===== src/common/rfsc_consts.svh =====
// offsets, field positions, reset values and timing constants of the radio front-end/synth register bank
`ifndef RFSC_CONSTS_SVH
`define RFSC_CONSTS_SVH
// ----------------------------------------
// register addresses
// ----------------------------------------
`define RFSC_ADDR_TX_FRONT_END 6'h22
`define RFSC_ADDR_CHARGE_PUMP 6'h23
`define RFSC_ADDR_VCO_CURRENT 6'h24
`define RFSC_ADDR_VCO_COARSE 6'h25
`define RFSC_ADDR_SYNTH_CTRL 6'h26
`define RFSC_ADDR_VOL_A 6'h29
`define RFSC_ADDR_VOL_B 6'h2a
`define RFSC_ADDR_VOL_C 6'h2b
`define RFSC_ADDR_TEST_TWO 6'h2c
// ----------------------------------------
// reset values
// ----------------------------------------
`define RFSC_RST_TX_FRONT_END 8'h10
`define RFSC_RST_CHARGE_PUMP 8'ha9
`define RFSC_RST_VCO_CURRENT 8'h0a
`define RFSC_RST_VCO_COARSE 8'h20
`define RFSC_RST_SYNTH_CTRL 8'h0d
`define RFSC_RST_VOL_A 8'h59
`define RFSC_RST_VOL_B 8'h7f
`define RFSC_RST_VOL_C 8'h3f
`define RFSC_RST_TEST_TWO 8'h88
`define RFSC_TEST_TWO_RETAIN 8'h81
// ----------------------------------------
// writable-bit masks (unused bits read zero)
// ----------------------------------------
`define RFSC_MASK_TX_FRONT_END 8'h37
`define RFSC_MASK_VCO_CURRENT 8'h3f
`define RFSC_MASK_VCO_COARSE 8'h3f
`define RFSC_MASK_SYNTH_CTRL 8'h7f
`define RFSC_MASK_FULL 8'hff
// ----------------------------------------
// field positions
// ----------------------------------------
`define RFSC_AMP_IDX_MSB 2
`define RFSC_CP_EN_MSB 5
`define RFSC_CP_EN_LSB 4
`define RFSC_CP_RES_MSB 3
`define RFSC_VCO_HIGH_BIT 5
`define RFSC_VCO_CUR_MSB 4
`define RFSC_COARSE_MSB 5
`define RFSC_LO_CUR_MSB 5
`define RFSC_LO_CUR_LSB 4
`define RFSC_CAL_CFG_MSB 7
`define RFSC_CAL_CFG_LSB 6
`define RFSC_CTRL_MSB 6
// ----------------------------------------
// calibration stage lengths in cycles
// ----------------------------------------
`define RFSC_STAGE_CYCLES 5'h10
`endif


===== src/common/rfsc_pkg.sv =====
// types shared by the radio front-end/synth register bank
package rfsc_pkg;
  typedef enum logic [2:0] {
    RFSC_CAL_IDLE,
    RFSC_CAL_CHARGE_PUMP,
    RFSC_CAL_VCO_CURRENT,
    RFSC_CAL_COARSE,
    RFSC_CAL_DONE
  } rfsc_cal_state_t;
endpackage


===== src/rtl/rfsc_power_table.sv =====
// two-entry amplifier power table indexed by the level field
`timescale 1ns/100ps
module rfsc_power_table #(
  parameter int ENTRIES = 2
) (
  input wire logic clock_in,
  input wire logic reset_n_in,
  input wire logic write_in,
  input wire logic [2:0] write_index_in,
  input wire logic [7:0] write_data_in,
  input wire logic [2:0] level_index_in,
  output logic [7:0] amp_setting_out
);
  logic [7:0] table_mem [ENTRIES];
  logic [7:0] next_table_mem [ENTRIES];
  logic [7:0] next_amp_setting;

  // ----------------------------------------
  // table write and lookup
  // ----------------------------------------
  // indices past the last entry fold onto the top entry rather than reading garbage
  function automatic int unsigned clamp_index(input logic [2:0] idx);
    clamp_index = (int'(idx) >= ENTRIES) ? ENTRIES - 1 : int'(idx);
  endfunction

  always_comb begin
    next_table_mem = table_mem;
    if (write_in) begin
      next_table_mem[clamp_index(write_index_in)] = write_data_in;
    end
    next_amp_setting = table_mem[clamp_index(level_index_in)];
  end

  always_ff @(posedge clock_in) begin
    if (!reset_n_in) begin
      for (int i = 0; i < ENTRIES; i++) begin
        table_mem[i] <= 8'h00;
      end
      amp_setting_out <= 8'h00;
    end else begin
      table_mem <= next_table_mem;
      amp_setting_out <= next_amp_setting;
    end
  end
endmodule


===== src/rtl/rfsc_regs.sv =====
// front-end and synthesizer calibration register bank with sleep-volatile test registers
`timescale 1ns/100ps
`include "rfsc_consts.svh"
module rfsc_regs
  import rfsc_pkg::*;
#(
  parameter int TABLE_ENTRIES = 2
) (
  input wire logic clock_in,
  input wire logic reset_n_in,
  input wire logic reg_write_in,
  input wire logic reg_read_in,
  input wire logic [5:0] reg_addr_in,
  input wire logic [7:0] reg_wdata_in,
  input wire logic table_write_in,
  input wire logic [2:0] table_index_in,
  input wire logic [7:0] table_data_in,
  input wire logic sleep_in,
  input wire logic converter_retention_select_in,
  input wire logic cal_start_in,
  input wire logic [3:0] cp_result_in,
  input wire logic [4:0] vco_current_result_in,
  input wire logic [5:0] coarse_result_in,
  output logic [7:0] reg_rdata_out,
  output logic [7:0] amp_setting_out,
  output logic [1:0] tx_lo_buffer_current_out,
  output logic vco_core_high_select_out,
  output logic [3:0] charge_pump_current_out,
  output logic [4:0] vco_current_out,
  output logic [5:0] vco_coarse_out,
  output logic [6:0] synth_cal_control_out,
  output logic [1:0] synth_cal_config_out,
  output logic [7:0] analog_test_word_out,
  output logic cal_busy_out
);
  // ----------------------------------------
  // state
  // ----------------------------------------
  logic [7:0] tx_front_end_cfg, next_tx_front_end_cfg;
  logic [7:0] charge_pump_cal_reg, next_charge_pump_cal_reg;
  logic [7:0] vco_current_cal_reg, next_vco_current_cal_reg;
  logic [7:0] vco_coarse_cap_reg, next_vco_coarse_cap_reg;
  logic [7:0] synth_cal_control_reg, next_synth_cal_control_reg;
  logic [7:0] vol_a, next_vol_a;
  logic [7:0] vol_b, next_vol_b;
  logic [7:0] vol_c, next_vol_c;
  logic [7:0] test_two, next_test_two;
  logic [7:0] test_two_internal, next_test_two_internal;
  logic [7:0] next_rdata;
  logic sleep_meta, sleep_sync, sleep_prev;
  logic retain_meta, retain_sync;
  logic wake_event;
  rfsc_cal_state_t cal_state, next_cal_state;
  logic [4:0] stage_count, next_stage_count;

  // write strobe that hits one address
  function automatic logic hit(input logic [5:0] addr, input logic [5:0] target);
    hit = reg_write_in && (addr == target);
  endfunction

  // merge write data under a mask so unused bits stay zero
  function automatic logic [7:0] masked(input logic [7:0] data, input logic [7:0] mask);
    masked = data & mask;
  endfunction

  // ----------------------------------------
  // pin synchronisers
  // ----------------------------------------
  // sleep and retention come from the analog/power side, another domain
  always_ff @(posedge clock_in) begin
    if (!reset_n_in) begin
      sleep_meta <= 1'b0;
      sleep_sync <= 1'b0;
      sleep_prev <= 1'b0;
      retain_meta <= 1'b0;
      retain_sync <= 1'b0;
    end else begin
      sleep_meta <= sleep_in;
      sleep_sync <= sleep_meta;
      sleep_prev <= sleep_sync;
      retain_meta <= converter_retention_select_in;
      retain_sync <= retain_meta;
    end
  end

  assign wake_event = sleep_prev && !sleep_sync;

  // ----------------------------------------
  // calibration sequencer
  // ----------------------------------------
  // a fixed-length stage per step; results are captured on stage exit
  always_comb begin
    next_cal_state = cal_state;
    next_stage_count = stage_count;
    unique case (cal_state)
      RFSC_CAL_IDLE: begin
        if (cal_start_in && !sleep_sync) begin
          next_stage_count = 5'h00;
          if (charge_pump_cal_reg[`RFSC_CP_EN_MSB:`RFSC_CP_EN_LSB] == 2'b00) begin
            next_cal_state = RFSC_CAL_VCO_CURRENT;
          end else begin
            next_cal_state = RFSC_CAL_CHARGE_PUMP;
          end
        end
      end
      RFSC_CAL_CHARGE_PUMP, RFSC_CAL_VCO_CURRENT, RFSC_CAL_COARSE: begin
        next_stage_count = stage_count + 5'h01;
        if (stage_count == `RFSC_STAGE_CYCLES - 5'h01) begin
          next_stage_count = 5'h00;
          next_cal_state = (cal_state == RFSC_CAL_CHARGE_PUMP) ? RFSC_CAL_VCO_CURRENT :
                           (cal_state == RFSC_CAL_VCO_CURRENT) ? RFSC_CAL_COARSE : RFSC_CAL_DONE;
        end
      end
      RFSC_CAL_DONE: begin
        next_cal_state = RFSC_CAL_IDLE;
      end
    endcase
  end

  always_ff @(posedge clock_in) begin
    if (!reset_n_in) begin
      cal_state <= RFSC_CAL_IDLE;
      stage_count <= 5'h00;
    end else begin
      cal_state <= next_cal_state;
      stage_count <= next_stage_count;
    end
  end

  // ----------------------------------------
  // register file
  // ----------------------------------------
  // host writes win over a result capture in the same cycle, so an override sticks
  always_comb begin
    logic stage_end;
    stage_end = (stage_count == `RFSC_STAGE_CYCLES - 5'h01);
    next_tx_front_end_cfg = tx_front_end_cfg;
    next_charge_pump_cal_reg = charge_pump_cal_reg;
    next_vco_current_cal_reg = vco_current_cal_reg;
    next_vco_coarse_cap_reg = vco_coarse_cap_reg;
    next_synth_cal_control_reg = synth_cal_control_reg;
    next_vol_a = vol_a;
    next_vol_b = vol_b;
    next_vol_c = vol_c;
    next_test_two = test_two;
    next_test_two_internal = test_two_internal;
    // calibration results
    if (cal_state == RFSC_CAL_CHARGE_PUMP && stage_end) begin
      next_charge_pump_cal_reg[`RFSC_CP_RES_MSB:0] = cp_result_in;
    end
    if (cal_state == RFSC_CAL_VCO_CURRENT && stage_end) begin
      next_vco_current_cal_reg[`RFSC_VCO_CUR_MSB:0] = vco_current_result_in;
    end
    if (cal_state == RFSC_CAL_COARSE && stage_end) begin
      next_vco_coarse_cap_reg[`RFSC_COARSE_MSB:0] = coarse_result_in;
    end
    // host writes
    if (hit(reg_addr_in, `RFSC_ADDR_TX_FRONT_END)) begin
      next_tx_front_end_cfg = masked(reg_wdata_in, `RFSC_MASK_TX_FRONT_END);
    end
    if (hit(reg_addr_in, `RFSC_ADDR_CHARGE_PUMP)) begin
      next_charge_pump_cal_reg = reg_wdata_in;
    end
    if (hit(reg_addr_in, `RFSC_ADDR_VCO_CURRENT)) begin
      next_vco_current_cal_reg = masked(reg_wdata_in, `RFSC_MASK_VCO_CURRENT);
    end
    if (hit(reg_addr_in, `RFSC_ADDR_VCO_COARSE)) begin
      next_vco_coarse_cap_reg = masked(reg_wdata_in, `RFSC_MASK_VCO_COARSE);
    end
    if (hit(reg_addr_in, `RFSC_ADDR_SYNTH_CTRL)) begin
      next_synth_cal_control_reg = masked(reg_wdata_in, `RFSC_MASK_SYNTH_CTRL);
    end
    if (hit(reg_addr_in, `RFSC_ADDR_VOL_A)) begin
      next_vol_a = reg_wdata_in;
    end
    if (hit(reg_addr_in, `RFSC_ADDR_VOL_B)) begin
      next_vol_b = reg_wdata_in;
    end
    if (hit(reg_addr_in, `RFSC_ADDR_VOL_C)) begin
      next_vol_c = reg_wdata_in;
    end
    if (hit(reg_addr_in, `RFSC_ADDR_TEST_TWO)) begin
      next_test_two = reg_wdata_in;
      next_test_two_internal = reg_wdata_in;
    end
    // sleep loses the volatile group; wake restores defaults, internal test word RFSC_TEST_TWO_RETAIN if retention selected
    if (sleep_sync || wake_event) begin
      next_vol_a = `RFSC_RST_VOL_A;
      next_vol_b = `RFSC_RST_VOL_B;
      next_vol_c = `RFSC_RST_VOL_C;
      next_test_two = `RFSC_RST_TEST_TWO;
      next_test_two_internal = retain_sync ? `RFSC_TEST_TWO_RETAIN : `RFSC_RST_TEST_TWO;
    end
  end

  // ----------------------------------------
  // read mux
  // ----------------------------------------
  // unmapped addresses and unused bits read zero
  always_comb begin
    next_rdata = 8'h00;
    if (reg_read_in) begin
      unique case (reg_addr_in)
        `RFSC_ADDR_TX_FRONT_END: next_rdata = tx_front_end_cfg;
        `RFSC_ADDR_CHARGE_PUMP: next_rdata = charge_pump_cal_reg;
        `RFSC_ADDR_VCO_CURRENT: next_rdata = vco_current_cal_reg;
        `RFSC_ADDR_VCO_COARSE: next_rdata = vco_coarse_cap_reg;
        `RFSC_ADDR_SYNTH_CTRL: next_rdata = synth_cal_control_reg;
        `RFSC_ADDR_VOL_A: next_rdata = vol_a;
        `RFSC_ADDR_VOL_B: next_rdata = vol_b;
        `RFSC_ADDR_VOL_C: next_rdata = vol_c;
        `RFSC_ADDR_TEST_TWO: next_rdata = test_two;
        default: next_rdata = 8'h00;
      endcase
    end
  end

  always_ff @(posedge clock_in) begin
    if (!reset_n_in) begin
      tx_front_end_cfg <= `RFSC_RST_TX_FRONT_END;
      charge_pump_cal_reg <= `RFSC_RST_CHARGE_PUMP;
      vco_current_cal_reg <= `RFSC_RST_VCO_CURRENT;
      vco_coarse_cap_reg <= `RFSC_RST_VCO_COARSE;
      synth_cal_control_reg <= `RFSC_RST_SYNTH_CTRL;
      vol_a <= `RFSC_RST_VOL_A;
      vol_b <= `RFSC_RST_VOL_B;
      vol_c <= `RFSC_RST_VOL_C;
      test_two <= `RFSC_RST_TEST_TWO;
      test_two_internal <= `RFSC_RST_TEST_TWO;
      reg_rdata_out <= 8'h00;
      tx_lo_buffer_current_out <= 2'b00;
      vco_core_high_select_out <= 1'b0;
      charge_pump_current_out <= 4'h0;
      vco_current_out <= 5'h00;
      vco_coarse_out <= 6'h00;
      synth_cal_control_out <= 7'h00;
      synth_cal_config_out <= 2'b00;
      analog_test_word_out <= 8'h00;
      cal_busy_out <= 1'b0;
    end else begin
      tx_front_end_cfg <= next_tx_front_end_cfg;
      charge_pump_cal_reg <= next_charge_pump_cal_reg;
      vco_current_cal_reg <= next_vco_current_cal_reg;
      vco_coarse_cap_reg <= next_vco_coarse_cap_reg;
      synth_cal_control_reg <= next_synth_cal_control_reg;
      vol_a <= next_vol_a;
      vol_b <= next_vol_b;
      vol_c <= next_vol_c;
      test_two <= next_test_two;
      test_two_internal <= next_test_two_internal;
      reg_rdata_out <= next_rdata;
      tx_lo_buffer_current_out <= tx_front_end_cfg[`RFSC_LO_CUR_MSB:`RFSC_LO_CUR_LSB];
      vco_core_high_select_out <= vco_current_cal_reg[`RFSC_VCO_HIGH_BIT];
      charge_pump_current_out <= charge_pump_cal_reg[`RFSC_CP_RES_MSB:0];
      vco_current_out <= vco_current_cal_reg[`RFSC_VCO_CUR_MSB:0];
      vco_coarse_out <= vco_coarse_cap_reg[`RFSC_COARSE_MSB:0];
      synth_cal_control_out <= synth_cal_control_reg[`RFSC_CTRL_MSB:0];
      synth_cal_config_out <= charge_pump_cal_reg[`RFSC_CAL_CFG_MSB:`RFSC_CAL_CFG_LSB];
      analog_test_word_out <= test_two_internal;
      cal_busy_out <= (next_cal_state != RFSC_CAL_IDLE);
    end
  end

  // ----------------------------------------
  // power table
  // ----------------------------------------
  rfsc_power_table #(.ENTRIES(TABLE_ENTRIES)) u_table (
    .clock_in(clock_in),
    .reset_n_in(reset_n_in),
    .write_in(table_write_in),
    .write_index_in(table_index_in),
    .write_data_in(table_data_in),
    .level_index_in(tx_front_end_cfg[`RFSC_AMP_IDX_MSB:0]),
    .amp_setting_out(amp_setting_out)
  );
endmodule


===== config.mk =====
export PLATFORM = sky130hd
export DESIGN_NAME = rfsc_regs
export DESIGN_NICKNAME = d
export VERILOG_FILES = /design/src/common/rfsc_pkg.sv /design/src/rtl/rfsc_power_table.sv /design/src/rtl/rfsc_regs.sv
export VERILOG_INCLUDE_DIRS = /design/src /design/src/common
export SDC_FILE = /design/constraint.sdc
export NUM_CORES = 1
export LEC_CHECK = 0
export BUFFER_PORTS_ARGS = -buffer_cell sky130_fd_sc_hd__buf_2
export CORE_MARGIN = 3
export CORE_UTILIZATION = 55
export CTS_CLUSTER_DIAMETER = 60
export DETAILED_ROUTE_END_ITERATION = 10
export GPL_TIMING_DRIVEN = 1
export PLACE_DENSITY = 0.74
export SLEW_MARGIN = 5
export SYNTH_ARGS = -nofsm -noshare
export SYNTH_HDL_FRONTEND = slang
export SYNTH_SLANG_ARGS = --single-unit

===== constraint.sdc =====
create_clock -name clock_in -period 5.2 [get_ports clock_in]
set_input_delay 1.04 -clock clock_in [delete_from_list [all_inputs] [get_ports clock_in]]
set_output_delay 1.04 -clock clock_in [all_outputs]
set_load 0.01 [all_outputs]

==> results of run 1 <==
-- cells in the mapped netlist, drive strengths merged --
cell,number,area [µm²]
a2111oi,1,8.760
a211oi,11,82.58
a21boi,2,15.01
a21o,1,7.510
a21oi,43,215.2
a221oi,10,87.58
a222oi,6,60.06
a22o,2,17.52
a22oi,9,67.56
a31oi,11,68.82
a32oi,2,17.52
a41oi,2,17.52
and2,43,269.0
and3,9,56.30
and4b,1,10.01
and4bb,1,12.51
buf,12,72.57
clkbuf,37,140.1
clkinv,1,3.750
dfxtp,153,3063
ha,1,12.51
inv,5,18.77
mux2i,47,470.5
nand2,73,274.0
nand2b,5,31.28
nand3,43,215.2
nand3b,3,22.52
nand4,2,12.51
nand4bb,1,11.26
nor2,59,221.5
nor2b,5,31.28
nor3,9,55.05
nor3b,1,7.510
nor4,2,12.51
nor4b,2,17.52
nor4bb,1,10.01
o211a,1,10.01
o21a,1,7.510
o21ai,19,95.09
o221ai,1,8.760
or2,1,6.260
or3,2,12.51
or3b,1,11.26
or4,2,18.77
-- routing by layer --
layer  GRT usage, %  wire length (µm)  up-vias
li1               -                 -     2401
met1          36.58              6818     2348
met2          40.32              6945      249
met3          7.046              1266       34
met4          10.42               415        2
met5              0                 8        -
-- layout by cell type (no fill, tap or decap), drive strengths merged, types with 5 or more instances in the layout --
cell    synthesis  routed
a211oi         11      11
a21oi          43      43
inv             5       8
clkbuf         37      20
nor2           59      59
mux2i          47      47
and3            9       9
a31oi          11      11
nand2b          5       5
and2           43      43
a221oi         10      10
nor3            9       9
dfxtp         153     153
nand3          43      43
a22oi           9       9
buf            12     103
a222oi          6       6
o21ai          19      19
nand2          73      73
nor2b           5       5
clkinv          1       5
-- report_power, final --
part,switching (µW),internal (µW)
clock network,499,765
registers,9.58,1190
logic,86.5,46.9
total,595,2000
-- how the worst max path moves through the flow --
stage	from	endpoint	depth (start not counted)
6_report	reg_write_in	test_two[3]	5
5_1_grt	reg_write_in	test_two[3]	5
4_1_cts	reg_write_in	test_two[3]	5
3_5_place_dp	reg_write_in	test_two[3]	5
3_3_place_gp	reg_write_in	test_two[3]	5
2_1_floorplan	reg_addr_in[3]	tx_front_end_cfg[4]	6
-- cell type report --
cell class,count,area (µm²)
Tap cell,136,170.2
Clock inverter,12,165.2
Timing Repair Buffer,103,525.5
Multi-Input combinational cell,436,2589
Fill cell,835,3390
Sequential cell,153,3063
Inverter,6,22.52
Clock buffer,20,445.4
-- metrics by stage --
stage	total power, µW	cell area, µm²	util [%]	hold slack [ns]
6_report	2598	6980	67.31	0.4446
2_1_floorplan	1306	5887	-	0.4119
3_3_place_gp	1355	6370	61.43	0.4230
5_1_grt	2675	6980	67.31	0.4689
3_5_place_dp	1359	6370	61.43	0.4258
4_1_cts	2602	6980	67.31	0.4450
-- cells by family after synthesis --
family / Yosys count / synth area share [%]
and+or+nand+nor: 266 / 22.40
DFF: 153 / 52.03
AOI/OAI and AO/OA: 122 / 13.37
buffers and inverters: 55 / 3.996
muxes: 47 / 7.991
adders and majority gates: 1 / 0.2125
-- worst reg2reg max path, delay by kind of cell, from the launching register on --
kind	cells	cell delay (ns)
AOI/OAI and AO/OA	2	0.81
and+or+nand+nor	1	0.58
DFF	1	0.35
muxes	1	0.14
==> metrics, run 1 <==
worst hold start=sleep_meta; global-route wire length before repair=~24,000 µm; flip-flop count of the largest register after layout=16; die height=between 100 and 150 µm; Hold Vio Cnt, Final=0; Synth Register Bits=between 150 and 200; CP Buf/Inv Count=2; Post-Layout Cell Count=866; Critical Path AT=~2.9 ns; Cell Area, Synth=between 5000 and 6000 µm²; drt drc=0; worst-margin pin slew=roughly 0.96 ns; initial antenna violation count=1; CP Cell Sequence=buf_2, inv_1, or4_1, a21oi_1, nand2_1; crit end category=register; Initial DRC Count=just over 500; count of different cell masters after synthesis=between 40 and 50; Worst EP required=5.61 ns; die area=between 10,000 and 15,000 µm²; I/O pin count=100; global route overflow=0; total power per unit cell area=around 370 nW/µm²; P&R area growth vs syn=18.58%; CP Launch Type=primary input; critical path class=in -> reg; vias per cell=just under 6; depth of the CTS H-tree=4; Slowest-stage cell, CP=or4_1; final net count=roughly 770; Inserted Clock Buffers=17; routability congestion estimate=about 0.9; Core ar.=about 10,000 µm²; Max Fclk=a little under 400 MHz; R2R depth=4; Final WS setup=between 2 and 3 ns; Clk Latency, worst-skew pair=about 0.53 ns; status=complete, no violations; starting density of the core=56.77%; DRT Wirelength=around 15,000 µm; DRT antenna net count=0; crit-path max cell delay=roughly 0.81 ns; Slew HR=between 30% and 40%; gr usage total=26.71%; detailed-route via count=~5,000; Hold-fix buffers, CTS=0; Worst VDD drop=0.2955 mV; IO Port Bufs=99; Post-CTS Setup Inserts=0; RR Endpoint=cal_busy_out; largest net degree at the start of global routing=59; Min-Delay Path Class=reg -> reg; Mapped Cells=between 600 and 700; Clock Tree Root=clkbuf_8; RSZ-0062 raised after global routing=false; P_leak=about 0.003 µW; CTS tree=built; DP HPWL=between 10,000 and 15,000 µm; final antenna diode count=0; Worst path top cell family by delay=simple AND/OR/NAND/NOR gates; Pins Over Slew Limit=0; post-cts sizing count=0; Reg with most FFs=u_table.table_mem; Post-Place Cells=about 830; share of layout cells above drive strength 1=19.18%; period utilization=48.43%; Syn Nets=about 690; sequential area share after synthesis=52.03%; num rows=37; pre-CTS setup slack=about 2.2 ns; flop-to-flop setup slack=3.18 ns; Mapped Avg Cell Area=around 9.1 µm²; skew final=between 0.007 and 0.008 ns; CTS clk-pin slew, worst paths=approximately 0.060 ns; Syn. warnings=0; Max Cap Violations=0; Die X=approximately 110 µm; vias in the first global route=between 4,000 and 5,000; CP Max Fanout=between 40 and 50; post-route minimum period=2.518 ns; Pre-antenna DRT Iters=7; setup TNS=0 ns; Setup violations, final=0; Hold Path Stages=1; clock buffer depth=2; Sink Count=~150; Hold EP=sleep_sync; FF-to-FF Start=charge_pump_cal_reg[4]; detail-routed net length per standard cell=17.85 µm
No activity file was read; power rests on OpenSTA's default activity.
==> run 2, diff against run 1 <==
--- a/config.mk
+++ b/config.mk
@@ -8,11 +8,11 @@
 export LEC_CHECK = 0
 export BUFFER_PORTS_ARGS = -buffer_cell sky130_fd_sc_hd__buf_2
 export CORE_MARGIN = 3
-export CORE_UTILIZATION = 55
+export CORE_UTILIZATION = 50
 export CTS_CLUSTER_DIAMETER = 60
 export DETAILED_ROUTE_END_ITERATION = 10
 export GPL_TIMING_DRIVEN = 1
-export PLACE_DENSITY = 0.74
+export PLACE_DENSITY = 0.71
 export SLEW_MARGIN = 5
 export SYNTH_ARGS = -nofsm -noshare
 export SYNTH_HDL_FRONTEND = slang
==> constraint.sdc (replaced) <==
create_clock -name clock_in -period 2.13 [get_ports clock_in]
set_input_delay 0.426 -clock clock_in [delete_from_list [all_inputs] [get_ports clock_in]]
set_output_delay 0.426 -clock clock_in [all_outputs]
set_load 0.01 [all_outputs]
==> run 2 against run 1 <==
Cell area rose by 2.8%. Global-route usage fell by 1.7 points. Critical path depth did not move. Count of clock-buffer cells in the layout rose by 1. Flip-flop and latch count did not move. Highest routed layer is now met4.
==> metrics, run 2 (synthesized netlist as in run 1, its figures left out) <==
Hold-fix buffers, CTS=0; Clk pwr share=50.2%; Core ar.=approximately 11,000 µm²; setup TNS=0 ns; CP Launch Type=register; Overall Power=around 6600 µW; routability congestion estimate=between 0.9 and 1; Pins Over Slew Limit=0; Critical Path AT=2.23 ns; Comb power frac=5.2%; flip-flop count of the largest register after layout=16; drt drc=0; die area=13,110 µm²; IO Port Bufs=99; P_leak=0.003154 µW; clock buffer depth=2; Setup violations, final=0; Max Cap Violations=0; vias in the first global route=just under 5,000; Inserted Clock Buffers=17; initial antenna violation count=0; num rows=38; Slowest-stage cell, CP=a2111oi_1; Hold Vio Cnt, Final=0; depth of the CTS H-tree=4; Min-Delay Path Class=in -> reg; crit end category=register; Sw Ratio=21.39%; worst-margin pin slew=between 0.5 and 0.6 ns; skew final=0.008749 ns; DRT Wirelength=16,090 µm; largest net degree at the start of global routing=34; crit-path max cell delay=approximately 0.45 ns; starting density of the core=52.69%; final antenna diode count=0; Hold WS=0.2149 ns; CP Cell Sequence=ha_1, and4b_1, and3_1, a2111oi_1, o221ai_1; CTS clk-pin slew, worst paths=0.06 ns; Sequential Power Share=between 40 and 50%; post-cts sizing count=0; Initial DRC Count=between 500 and 600; period utilization=92.11%; Die X=~110 µm; post-route minimum period=around 2 ns; I/O pin count=100; P&R area growth vs syn=21.85%; Reg with most FFs=u_table.table_mem; Clk Latency, worst-skew pair=roughly 0.42 ns; FILL cells=around 920; Worst VDD drop=between 0.8 and 0.9 mV; Seq. cell area=between 3000 and 4000 µm²; detailed-route via count=5,187; share of layout cells above drive strength 1=between 20% and 30%; gr usage total=between 20% and 30%; Slew HR=64.70%; detail-routed net length per standard cell=around 18 µm; vias per cell=5.835; most common cell after layout, fill and taps aside=dfxtp_1; Post-CTS Setup Inserts=0; DRT antenna net count=0; RSZ-0062 raised after global routing=false; Power Internal=approximately 5200 µW; status=complete, no violations; global route overflow=0; Final WS setup=about 0.17 ns; flop-to-flop setup slack=roughly 0.17 ns; total power per unit cell area=roughly 920 nW/µm²; critical path class=reg -> reg; NetSw=approximately 1400 µW; die height=about 110 µm; final net count=a little under 800; Max Fclk=between 500 and 600 MHz; most frequent cells in the layout=dfxtp_1, buf_2, nand2_1; Clock Tree Root=clkbuf_16; multi-input logic area=roughly 2600 µm²; Worst EP required=between 2 and 2.5 ns; pre-CTS setup slack=0.09837 ns; DP HPWL=11,050 µm; CTS tree=built; Pre-antenna DRT Iters=7; Sink Count=roughly 150; global-route wire length before repair=around 25,000 µm; CP Max Fanout=6
==> run 2: changes by cell type in the layout (fill, tap and decap cells not counted), sizes merged <==
cell      change
buf          +19
inv           -3
bufinv        +2
clkbuf        +1
clkinv        +1
clkinvlp      -1
==> run 2: path summary, 6_finish.rpt <==
check        cells after the start            to            from
min reg2reg                      1   retain_sync     retain_meta
min                              2    sleep_meta        sleep_in
max reg2reg                      5  cal_busy_out  stage_count[0]
max                              5  cal_busy_out  stage_count[0]
==> run 2: worst max-delay path: cells and delay by family, from the launching register on <==
| kind | cells | cell delay [ns] |
|---|---|---|
| AOI/OAI and AO/OA | 2 | 0.65 |
| adders and majority gates | 1 | 0.26 |
| DFF | 1 | 0.34 |
| and+or+nand+nor | 2 | 0.55 |
==> run 2: final cells by class <==
type | count | share of cell area, %
flip-flops and latches | 153 | 42.70
clock inverters | 11 | 2.704
clock buffers | 21 | 6.419
repair buffers | 122 | 9.314
inverters | 6 | 0.3140
well taps | 140 | 2.442
multi-input cells | 436 | 36.11
==> run 2: per-layer routing <==
layer  vias to the layer above  track usage (%)  wire, µm
met4                         0            10.37       493
met5                         -                0         0
met2                       260            38.46      7257
met1                      2446            33.33      6955
met3                        42            6.395      1385
li1                       2439                -         -
==> run 2: metrics by stage <==
stage,utilization [%],area [µm²],instances
6_report,64.20,7173,889
5_1_grt,64.20,7173,889
4_1_cts,64.19,7172,889
3_5_place_dp,58.33,6518,857
3_3_place_gp,58.33,6518,857
2_1_floorplan,-,5887,644
==> run 2: power by group through the flow <==
stage          Sequential [µW]  Clock (µW)  Combinational, µW
3_5_place_dp              3000           0                335
2_1_floorplan             3000           0                188
4_1_cts                   2930        3340                338
3_3_place_gp              2990           0                327
5_1_grt                   2940        3480                374
6_report                  2930        3310                345
